File: config.mk
export PLATFORM = sky130hd
export DESIGN_NAME = sdgo_spi_core
export DESIGN_NICKNAME = d
export VERILOG_FILES = /design/src/hdl/sdgo_pkg.sv /design/src/hdl/sdgo_spi_core.sv
export VERILOG_INCLUDE_DIRS = /design/src /design/src/hdl
export SDC_FILE = /design/constraint.sdc
export NUM_CORES = 1
export LEC_CHECK = 0
export BUFFER_PORTS_ARGS = -buffer_cell sky130_fd_sc_hd__buf_4
export CAP_MARGIN = 10
export CORE_UTILIZATION = 45
export DETAILED_ROUTE_END_ITERATION = 8
export PLACE_DENSITY_LB_ADDON = 0.08
export SLEW_MARGIN = 40
export SYNTH_ARGS = -nofsm -noshare
export SYNTH_HDL_FRONTEND = slang
export SYNTH_SLANG_ARGS = --single-unit
File: constraint.sdc
create_clock -name sys_clk -period 30.7 [get_ports sys_clk]
set_input_delay 1.535 -clock sys_clk [delete_from_list [all_inputs] [get_ports sys_clk]]
set_output_delay 1.535 -clock sys_clk [all_outputs]
set_load 0.05 [all_outputs]
File: src/hdl/sdgo_defs.svh
// Register offsets, reset values, keys and timing figures for the serial core.
// Included by the core and by the testbench; holds definitions only.
`ifndef SDGO_DEFS_SVH
`define SDGO_DEFS_SVH

`define SDGO_ADR_NOP 5'h00
`define SDGO_ADR_DAC_INPUT 5'h01
`define SDGO_ADR_DAC_OUTPUT 5'h02
`define SDGO_ADR_SW_LOAD 5'h03
`define SDGO_ADR_GAIN 5'h04
`define SDGO_ADR_OFFSET 5'h05
`define SDGO_ADR_GP_CONFIG 5'h06
`define SDGO_ADR_RB_SELECT 5'h07
`define SDGO_ADR_KEY 5'h08
`define SDGO_ADR_DIAG 5'h09
`define SDGO_ADR_STATUS 5'h0A
`define SDGO_ADR_FAULT_CFG 5'h0B
`define SDGO_ADR_WDT_CFG 5'h0C

`define SDGO_GP_CRC_EN 0
`define SDGO_GP_MODE_LO 1
`define SDGO_GP_WDT_EN 3
`define SDGO_GP_WDT_ANY 4
`define SDGO_DIAG_CRC 0
`define SDGO_DIAG_SLIP 1
`define SDGO_DIAG_SCLK 2
`define SDGO_DIAG_WDT 3
`define SDGO_FC_CRC 0
`define SDGO_FC_WDT 1

`define SDGO_RST_GAIN 16'hFFFF
`define SDGO_RST_OFFSET 16'h8000
`define SDGO_RST_GP 16'h0001
`define SDGO_RST_FAULT_CFG 16'h0003
`define SDGO_RST_WDT_MS 16'h03E8
`define SDGO_WDT_KEY 16'h5A3C
`define SDGO_CRC_POLY 8'h07
`define SDGO_OFFSET_ZERO 18'h08000
`define SDGO_SYNC_BITS 2'h2
`define SDGO_LEN_CRC 6'h20
`define SDGO_LEN_PLAIN 6'h18

`define SDGO_CLK_NS 25
`define SDGO_WDT_TICK_NS 1000000

`endif

File: src/hdl/sdgo_pkg.sv
// Types shared by the serial core.
// Assumes sdgo_defs.svh is on the include path.
package sdgo_pkg;
	typedef enum logic [1:0] {RB_TWO_STAGE, RB_AUTO, RB_SHARED, RB_ECHO} sdgo_rb_mode_type;
endpackage

File: src/hdl/sdgo_spi_core.sv
// Serial host interface with frame checks, readback modes, watchdog and gain/offset stage.
// Assumes sys_clk is much faster than sclk and that sclk idles high between frames.
`timescale 1ns/1ps
`include "sdgo_defs.svh"

module sdgo_spi_core
	import sdgo_pkg::*;
#(
	parameter int TICK_CYCLES = `SDGO_WDT_TICK_NS / `SDGO_CLK_NS
)
(
	input wire logic sys_clk, // System clock, 40 MHz.
	input wire logic rst_n, // Asynchronous reset.
	input wire logic sclk, // Serial clock from host.
	input wire logic sync_n, // Frame select from host.
	input wire logic sdi, // Serial data in.
	input wire logic addr_sel0, // Device address pin 0.
	input wire logic addr_sel1, // Device address pin 1.
	input wire logic load_converter_n, // Hardware load pin.
	output logic sdo, // Serial data out.
	output logic fault_n, // Fault pin, low on fault.
	output logic [15:0] dac_code // Calibrated code at the converter.
);

	logic [5:0] pin_meta;
	logic [5:0] pin_s;
	logic [3:1] pin_d;
	logic [31:0] rx_sr;
	logic [5:0] rx_cnt;
	logic [31:0] tx_sr;
	logic [15:0] user_gain_trim;
	logic [15:0] user_offset_trim;
	logic [15:0] gp_cfg;
	logic [15:0] fault_cfg;
	logic [15:0] wdt_cfg;
	logic [4:0] rb_sel;
	logic [3:0] diag;
	logic [23:0] last_cmd;
	logic echo_phase;
	logic [15:0] dac_input;
	logic [15:0] dac_out_raw;
	logic [15:0] pend_code;
	logic pend_valid;
	logic [31:0] tick_cnt;
	logic [15:0] wdt_cnt;
	logic wdt_armed;

	// Every pin is foreign to sys_clk, so all pass two flops before use.
	always_ff @(posedge sys_clk or negedge rst_n)
	begin
		if (!rst_n)
		begin
			pin_meta <= 6'h3F;
			pin_s <= 6'h3F;
			pin_d <= 3'h7;
		end
		else
		begin
			pin_meta <= {addr_sel1, addr_sel0, load_converter_n, sync_n, sclk, sdi};
			pin_s <= pin_meta;
			pin_d <= pin_s[3:1];
		end
	end

	wire sclk_fall = pin_d[1] & ~pin_s[1];
	wire sclk_rise = ~pin_d[1] & pin_s[1];
	wire sync_fall = pin_d[2] & ~pin_s[2];
	wire sync_rise = ~pin_d[2] & pin_s[2];
	wire in_frame = ~pin_s[2];
	wire load_fall = pin_d[3] & ~pin_s[3];
	wire load_low = ~pin_s[3];

	function automatic logic [7:0] crc8(input logic [23:0] d);
		logic [7:0] c;
		c = 8'h00;
		for (int i = 23; i >= 0; i--)
		begin
			if (c[7] ^ d[i])
				c = {c[6:0], 1'b0} ^ `SDGO_CRC_POLY;
			else
				c = {c[6:0], 1'b0};
		end
		return c;
	endfunction

	always_ff @(posedge sys_clk or negedge rst_n)
	begin
		if (!rst_n)
		begin
			rx_sr <= 32'h0;
			rx_cnt <= 6'h0;
		end
		else if (sync_fall)
			rx_cnt <= 6'h0;
		else if (sclk_fall && in_frame)
		begin
			rx_sr <= {rx_sr[30:0], pin_s[0]};
			if (rx_cnt != 6'h3F)
				rx_cnt <= rx_cnt + 6'h1;
		end
	end

	wire crc_en = gp_cfg[`SDGO_GP_CRC_EN];
	wire cnt32 = (rx_cnt == `SDGO_LEN_CRC);
	wire cnt24 = (rx_cnt == `SDGO_LEN_PLAIN);
	wire cnt_ok = crc_en ? cnt32 : (cnt32 | cnt24);
	wire [23:0] word = cnt32 ? rx_sr[31:8] : rx_sr[23:0];
	wire slip_ok = word[23] != word[22];
	wire addr_ok = word[22:21] == pin_s[5:4];
	wire crc_ok = !crc_en || (crc8(word) == rx_sr[7:0]);
	wire ev_cnt = sync_rise & ~cnt_ok;
	wire ev_slip = sync_rise & cnt_ok & ~slip_ok;
	wire ev_crc = sync_rise & cnt_ok & slip_ok & addr_ok & ~crc_ok;
	wire wr_ok = sync_rise & cnt_ok & slip_ok & addr_ok & crc_ok;
	wire [4:0] wr_addr = word[20:16];
	wire [15:0] wr_data = word[15:0];
	wire wdt_fault = diag[`SDGO_DIAG_WDT];
	wire fault_act = (diag[`SDGO_DIAG_CRC] & fault_cfg[`SDGO_FC_CRC])
		| (wdt_fault & fault_cfg[`SDGO_FC_WDT]);
	wire [15:0] status = {13'h0, fault_act, |diag, wdt_fault};
	wire dac_we = wr_ok && wr_addr == `SDGO_ADR_DAC_INPUT && !wdt_fault;
	wire load_ev = ((wr_ok && wr_addr == `SDGO_ADR_SW_LOAD) || load_fall) && !wdt_fault;

	always_ff @(posedge sys_clk or negedge rst_n)
	begin
		if (!rst_n)
		begin
			user_gain_trim <= `SDGO_RST_GAIN;
			user_offset_trim <= `SDGO_RST_OFFSET;
			gp_cfg <= `SDGO_RST_GP;
			fault_cfg <= `SDGO_RST_FAULT_CFG;
			wdt_cfg <= `SDGO_RST_WDT_MS;
			rb_sel <= 5'h00;
			last_cmd <= 24'h0;
		end
		else if (wr_ok)
		begin
			last_cmd <= word;
			case (wr_addr)
				`SDGO_ADR_GAIN: user_gain_trim <= wr_data;
				`SDGO_ADR_OFFSET: user_offset_trim <= wr_data;
				`SDGO_ADR_GP_CONFIG: gp_cfg <= wr_data;
				`SDGO_ADR_FAULT_CFG: fault_cfg <= wr_data;
				`SDGO_ADR_WDT_CFG: wdt_cfg <= wr_data;
				`SDGO_ADR_RB_SELECT: rb_sel <= wr_data[4:0];
				default: ;
			endcase
		end
	end

	// New events win over a clear written in the same cycle.
	wire [3:0] diag_clr = (wr_ok && wr_addr == `SDGO_ADR_DIAG) ? wr_data[3:0] : 4'h0;
	logic ev_wdt;
	always_ff @(posedge sys_clk or negedge rst_n)
	begin
		if (!rst_n)
			diag <= 4'h0;
		else
			diag <= (diag & ~diag_clr) | {ev_wdt, ev_cnt, ev_slip, ev_crc};
	end

	always_ff @(posedge sys_clk or negedge rst_n)
	begin
		if (!rst_n)
			fault_n <= 1'b1;
		else
			fault_n <= ~fault_act;
	end

	wire qualify = wr_ok && (gp_cfg[`SDGO_GP_WDT_ANY]
		|| (wr_addr == `SDGO_ADR_KEY && wr_data == `SDGO_WDT_KEY));
	wire tick = (tick_cnt == 32'(TICK_CYCLES - 1));
	assign ev_wdt = gp_cfg[`SDGO_GP_WDT_EN] && wdt_armed && tick
		&& ({1'b0, wdt_cnt} + 17'h1 >= {1'b0, wdt_cfg});

	always_ff @(posedge sys_clk or negedge rst_n)
	begin
		if (!rst_n)
			tick_cnt <= 32'h0;
		else if (tick || qualify)
			tick_cnt <= 32'h0;
		else
			tick_cnt <= tick_cnt + 32'h1;
	end

	// A timed-out watchdog stays parked until the flag is cleared and a restart arrives.
	always_ff @(posedge sys_clk or negedge rst_n)
	begin
		if (!rst_n)
		begin
			wdt_cnt <= 16'h0;
			wdt_armed <= 1'b1;
		end
		else if (qualify && !wdt_fault)
		begin
			wdt_cnt <= 16'h0;
			wdt_armed <= 1'b1;
		end
		else if (ev_wdt)
			wdt_armed <= 1'b0;
		else if (tick && wdt_armed && gp_cfg[`SDGO_GP_WDT_EN])
			wdt_cnt <= wdt_cnt + 16'h1;
	end

	// Calibration uses the gain and offset current at the input write only.
	wire [32:0] prod = wr_data * ({1'b0, user_gain_trim} + 17'h1);
	wire [17:0] sum = {1'b0, prod[32:16]} + {2'b00, user_offset_trim};
	logic [15:0] cal;
	always_comb
	begin
		if (sum < `SDGO_OFFSET_ZERO)
			cal = 16'h0000;
		else if (sum - `SDGO_OFFSET_ZERO > 18'h0FFFF)
			cal = 16'hFFFF;
		else
			cal = 16'(sum - `SDGO_OFFSET_ZERO);
	end

	always_ff @(posedge sys_clk or negedge rst_n)
	begin
		if (!rst_n)
		begin
			dac_input <= 16'h0;
			dac_out_raw <= 16'h0;
			pend_code <= 16'h0;
			pend_valid <= 1'b0;
			dac_code <= 16'h0;
		end
		else if (dac_we)
		begin
			dac_input <= wr_data;
			pend_code <= cal;
			pend_valid <= !load_low;
			if (load_low)
			begin
				dac_code <= cal;
				dac_out_raw <= wr_data;
			end
		end
		else if (load_ev && pend_valid)
		begin
			dac_code <= pend_code;
			dac_out_raw <= dac_input;
			pend_valid <= 1'b0;
		end
	end

	sdgo_rb_mode_type rb_mode;
	assign rb_mode = sdgo_rb_mode_type'(gp_cfg[`SDGO_GP_MODE_LO +: 2]);
	logic [4:0] rb_addr;
	logic [15:0] rb_data;
	always_comb
	begin
		rb_addr = (rb_mode == RB_TWO_STAGE) ? rb_sel : `SDGO_ADR_STATUS;
		case (rb_addr)
			`SDGO_ADR_DAC_INPUT: rb_data = dac_input;
			`SDGO_ADR_DAC_OUTPUT: rb_data = dac_out_raw;
			`SDGO_ADR_GAIN: rb_data = user_gain_trim;
			`SDGO_ADR_OFFSET: rb_data = user_offset_trim;
			`SDGO_ADR_GP_CONFIG: rb_data = gp_cfg;
			`SDGO_ADR_RB_SELECT: rb_data = {11'h0, rb_sel};
			`SDGO_ADR_DIAG: rb_data = {12'h0, diag};
			`SDGO_ADR_STATUS: rb_data = status;
			`SDGO_ADR_FAULT_CFG: rb_data = fault_cfg;
			`SDGO_ADR_WDT_CFG: rb_data = wdt_cfg;
			default: rb_data = 16'h0000;
		endcase
		if (rb_mode == RB_ECHO && echo_phase)
		begin
			rb_addr = last_cmd[20:16];
			rb_data = last_cmd[15:0];
		end
	end

	wire [23:0] tx_head = {`SDGO_SYNC_BITS, fault_act, rb_addr, rb_data};

	always_ff @(posedge sys_clk or negedge rst_n)
	begin
		if (!rst_n)
			echo_phase <= 1'b0;
		else if (sync_fall)
			echo_phase <= (rb_mode == RB_ECHO) ? ~echo_phase : 1'b0;
	end

	always_ff @(posedge sys_clk or negedge rst_n)
	begin
		if (!rst_n)
		begin
			tx_sr <= 32'h0;
			sdo <= 1'b0;
		end
		else if (sync_fall)
		begin
			tx_sr <= {tx_head, crc8(tx_head)};
			sdo <= tx_head[23];
		end
		else if (sclk_rise && in_frame)
		begin
			tx_sr <= {tx_sr[30:0], 1'b0};
			sdo <= tx_sr[30];
		end
		else if (sync_rise)
			sdo <= 1'b0;
	end
endmodule

# --- Word level (Yosys, flattened, before mapping) ---
# Cells that the tools add are included.
totals:
  wordCells: 332
  inputBits: 8
  mem_bits_ro: 0
  ff_bits: 311
  mem_count: 0
  latchBits: 0
  ram_bits: 0
  output_inout_bits: 18
classes:
  n_reduce_logical: 42
  shift: 0
  n_eq_ne: 31
  bitwise_logic: 121
  mux: 102
  n_lt_le_gt_ge: 3
  add_sub_neg: 7
  mul: 1
  div_mod_pow: 0
ops:
  columns: ["op", "count"]
  rows:
  - ["2-to-1 mux 16 bit", 12]
  - ["2-to-1 mux 8 bit", 23]
  - ["case mux 16 bit (10 select lines)", 1]
  - ["2-to-1 mux 3 bit", 47]
  - ["NOT 3 bit", 46]
  - ["2-to-1 mux 31 bit", 2]
  - ["equality test 5 x 3 -> 1 bit (second input constant)", 8]
  - ["equality test 5 x 4 -> 1 bit (second input constant)", 8]
  - ["XOR 1 bit", 40]
  - ["adder 16 x 1 -> 17 bit (second input constant)", 2]
  - ["multiplier 16 x 17 -> 33 bit", 1]
  - ["adder 32 x 1 -> 32 bit (second input constant)", 1]
  - ["equality test 32 x 16 -> 1 bit (second input constant)", 1]
  - ["2-to-1 mux 32 bit", 1]
  - ["2-to-1 mux 24 bit", 1]
  - ["AND reduction 2 bit", 10]
  - ["adder 17 x 16 -> 18 bit", 1]
  - ["greater-than comparator 18 x 16 -> 1 bit (second input constant)", 1]
  - ["less-than comparator 18 x 16 -> 1 bit (second input constant)", 1]
  - ["2-to-1 mux 6 bit", 3]
  - ["subtractor 18 x 16 -> 18 bit (second input constant)", 1]
  - ["greater-or-equal comparator 17 x 16 -> 1 bit", 1]
  - ["logical AND 1 bit", 17]
  - ["adder 16 x 1 -> 16 bit (second input constant)", 1]
  - ["other kinds (29)", 77]

# --- Logic depth before layout (Yosys ltp) ---
depth:
  word_depth: 72
  mapped_depth: 53
  mapped_depth_nobuf: 46

# --- Worst setup path after synthesis ---
# No wires, ideal clock.
synth_timing:
  path_kind: "flip-flop to flip-flop"
  start: "register rx_cnt[0]"
  end: "register pend_code[11]"
  stages_incl_launch_ff: 50
  path_buffers: 8
  synth_period_minus_slack_ps: 11286
  required_ps: 30617
  slack_ps: 19414
  arrival_time_ps: 11204
  setup_time_ps: 83
  cell_sequence: "dfrtp_1 > inv_1 > ha_1 > nor2b_1 > clkbuf_1 > nand2_2 > clkbuf_1 > buf_1 > clkbuf_1 > clkbuf_1 > nand2_1 > nand2_1 > clkbuf_1 > nand2_1 > fa_1 > fa_1 > fa_1 > fa_1 > [... 14 more ...] > nor2_1 > xnor2_1 > ha_1 > a21o_1 > a311oi_1 > a21oi_1 > a21o_1 > a21oi_1 > o21bai_1 > a21oi_1 > xor2_1 > ha_1 > and3_1 > o21ai_1 > buf_2 > clkbuf_1 > nor2_1 > o21ai_0"
synth_via:
  elab_chain_cells: 25
  word_cells_on_any_way: 93
  cone_classes: "add/sub (2); mul (1); order compare (2); eq/ne (6); mux (28); bitwise (51); reduce/logical (3)"
synth_lines:
  columns: ["item", "line_no", "rtl"]
  rows:
  - ["from (decl)", "sdgo_spi_core.sv:29", "logic [5:0] rx_cnt;"]
  - ["from (signal assigned)", "sdgo_spi_core.sv:99", "rx_cnt <= rx_cnt + 6'h1;"]
  - ["branches (longest 25 deep; another with multiplier 16 x 17 -> 33 bit)", null, null]
  - ["to (signal assigned)", "sdgo_spi_core.sv:232", "pend_code <= cal;"]
  - ["to (decl)", "sdgo_spi_core.sv:42", "logic [15:0] pend_code;"]
# Parallel ways; which one is timed is not known.
# A chain may end at the register's enable or synchronous reset.

# --- Worst setup path in the final report ---
layout_timing:
  start: "register rx_cnt[3]"
  end: "register dac_code[0]"
layout_via:
  elab_chain_cells: 29
  word_cells_on_any_way: 103
  cone_classes: "add/sub (2); mul (1); order compare (2); eq/ne (8); mux (30); bitwise (51); reduce/logical (9)"
layout_lines:
  columns: ["item", "line_no", "rtl"]
  rows:
  - ["branches (longest 29 deep; another with multiplier 16 x 17 -> 33 bit)", null, null]
  - ["to (signal assigned)", "sdgo_spi_core.sv:236", "dac_code <= cal;"]
  - ["to (signal assigned)", "sdgo_spi_core.sv:242", "dac_code <= pend_code;"]
  - ["to (decl)", "sdgo_spi_core.sv:22", "output logic [15:0] dac_code"]
# Parallel ways; which one is timed is not known. The select of a mux whose other input is x is not followed.

==> impl_results.md <==
- Resized Gates After CTS: 0
- Slew Limit Fails: 0
- Design area: 28,400 sq um
- Period utilisation layout: 0.374
- Layout Area Growth over Synthesis: 9.08%
- DRC viols: 0
- CTS Buf Count: 35
- Vias per cell: 5.59
- Initial Util: 0.459
- RSZ-0062 raised after global routing: false
- Drt pass-1 iters: 9
- CTS Buffer Depth: 3
- Crit path kind: flop to flop
- Synth warn: 0
- Post-synthesis mux area share: 0.0418
- Row cnt: 87
- Most frequent cells in the layout: nand2_1 (410), inv_1 (295), dfrtp_1 (268)
- Vias in the first global route: 20,400
- Filler cells: 5,452
- LEAKAGE: 0.0138 uW
- FMAX: 87.0 MHz
- CTS Sinks: 311
- Slowest CP cell: o21ai_4
- Setup TNS: 0 ns
- Synth Area in Adders: 0.230
- Worst-path clk slew: 0.07 ns
- CP Capture Type: flop
- Largest family of logic cells by synthesized area: adder cells
- Worst Path Arrival: 11.97 ns
- Non-Filler Instances: 3,564
- GPL Wtd Cong: 0.880
- Pin count of the biggest net entering global routing: 108
- Most Frequent Cell on Critical Path: fa_1
- Worst reg2reg startpoint: rx_cnt[3]$_DFFE_PN0P_
- Final setup violation count: 0
- Setup Fix Bufs, Post-CTS: 0
- IO buf count: 25
- Area fraction of the dominant cell type after synthesis: 0.257
- Largest cells by area after synthesis: dfrtp_1 (26%), fa_1 (16%), ha_1 (7.1%)
- Inst Count DP: 3,500
- Simple-gate share of the synthesized area: 0.167
- XOR/XNOR share of the synthesized area: 0.0969
- CP max stage delay: 0.63 ns
- Minimum clock period: 11.49 ns
- Crit-path max FO: 30
- Status: finished, final reports clean
- CP Launch Point: rx_cnt[3]$_DFFE_PN0P_
- Asr flop ratio synth: 1.00
- Worst slew pin tran: 0.901 ns
- Final WL: 76,500 um
- Die width: 243 um
- Most common cell after layout, fill and taps aside: nand2_1
- Gr ovfl total: 0
- Synthesized Nets: 3,169
- Power Density: 35.7 nW/um^2
- DRT iter0 DRCs: 1,600
- First-pass GRT wire length: 121,000 um
- Slew Limit Headroom: 0.398
- Initial antenna violation count: 1
- Min-Delay Path Class: flop to flop
- N_diodes: 0
- Post-Syn Instances: 2,806
- CTS tree: done
- Hold Startpoint: pin_meta[5]$_DFF_PN1_
- Top_reg_cell synth: dfrtp_1
- Core area: 56,800 sq um
- CP Launch Type: flop
- Synth area leader: dfrtp_1
- CP required: 31.18 ns
- Layout Nets: 3,145
- Number of synthesized flops with an enable pin: 0
- VDD IR max: 31.2 uV
- Placed Area: 27,200 sq um
- Share of cells above drive strength 1: 0.101
- GRT Total Usage: 0.265
- Final ANT Viol Nets: 0
- IO Pins: 26
- CTS root buf: clkbuf_16
- Compound-Gate Fraction of Synth Area: 0.0977
- Synthesized area: 26,100 sq um
- Final Hold Vio Count: 0
- Die area: 58,900 sq um
- Die span in y: 243 um
- Max cap viols: 0
- H-tree depth: 2
- Clock Skew: 0.0339 ns
- Sequential share of the synthesized area: 0.301
- Drt wl/cell: 21.5 um
- HPWL Detailed: 56,400 um
- Vias: 19,900
- Synth Area per Inst: 9.29 sq um
- CTS Hold Bufs: 0
- Clock latency on the worst-skew pair: 0.55 ns
- Synth cell types: 90
- #FFs+latches synth: 311
synthesized netlist by cell type, types with 23 or more instances:
| master | number |
|---|---|
| ha_1 | 147 |
| nor3_1 | 37 |
| nand4_1 | 35 |
| and2_1 | 37 |
| a22oi_1 | 29 |
| mux2_2 | 40 |
| xnor2_1 | 124 |
| o21ai_1 | 23 |
| mux2i_1 | 51 |
| nand2_1 | 415 |
| fa_1 | 208 |
| clkbuf_1 | 130 |
| xor2_1 | 98 |
| and3_1 | 32 |
| nor2_1 | 254 |
| dfstp_2 | 43 |
| inv_1 | 295 |
| a21oi_1 | 44 |
| nand3_1 | 48 |
| o21ai_0 | 145 |
| dfrtp_1 | 268 |
| xnor3_1 | 23 |
registers in the layout, summed over array words and instances, names as in the netlist, 4 cells and up:
signal            flops
rx_sr                32
tick_cnt             32
tx_sr                31
last_cmd             21
dac_code             16
dac_input            16
dac_out_raw          16
fault_cfg            16
gp_cfg               16
pend_code            16
user_gain_trim       16
user_offset_trim     16
wdt_cfg              16
wdt_cnt              16
pin_meta              6
pin_s                 6
rx_cnt                6
rb_sel                5
diag                  4
area by class of cell:
class	count	area [sq um]	area share
multi-input cells	2048	16700	0.586
clock inverters	10	120	0.00422
well taps	756	946	0.0333
repair buffers	90	723	0.0254
flip-flops and latches	311	7840	0.276
clock buffers	53	1020	0.0360
inverters	296	1110	0.0391
worst max-delay path, delay by kind of cell, from the launching register on:
family,cells,cell delay (ns)
simple gates,9,2.41
buf+inv,4,0.54
fa+ha+maj,9,3.92
xor+xnor,2,0.22
flops,1,0.43
compound gates,16,3.89
metal layers:
layer / part of all wire / track usage / wire length (um)
met1: 0.44 / 0.360 / 33800
met2: 0.48 / 0.443 / 36400
met4: 0.026 / 0.0705 / 2020
met3: 0.056 / 0.0400 / 4260
met5: 0 / 0 / 0
final timing paths:
check | endpoint | slack [ns] | depth (start not counted)
min reg2reg | pin_s[5]$_DFF_PN1_ | 0.35 | 0
max | dac_code[0]$_DFFE_PN0P_ | 19.21 | 40
max in group asynchronous | dac_code[11]$_DFFE_PN0P_ | 28.13 | 3
min in group asynchronous | tick_cnt[6]$_DFF_PN0_ | 0.90 | 1
max reg2reg | dac_code[0]$_DFFE_PN0P_ | 19.21 | 40
min | pin_s[5]$_DFF_PN1_ | 0.35 | 0
cell families after synthesis:
kind of cell,count (synthesis)
simple gates,954
buf+inv,447
compound gates,390
fa+ha+maj,355
flops,311
xor+xnor,248
mux,101
where the power goes:
group	switching (uW)	internal [uW]	total, uW
sequential	13.5	420	434
clock	178	249	427
combinational	100	54.8	155
metrics by stage:
stage               total power [uW]  hold WS [ns]  utilization  setup WS [ns]
global route                    1050         0.359        0.500          18.40
CTS                             1020         0.356        0.499          19.17
floorplan                        534         0.345            -          19.41
global placement                 592         0.347        0.477          19.02
finish                          1020         0.355        0.500          19.21
detailed placement               595         0.348        0.479          19.17
No activity file was read; power rests on OpenSTA's default activity.
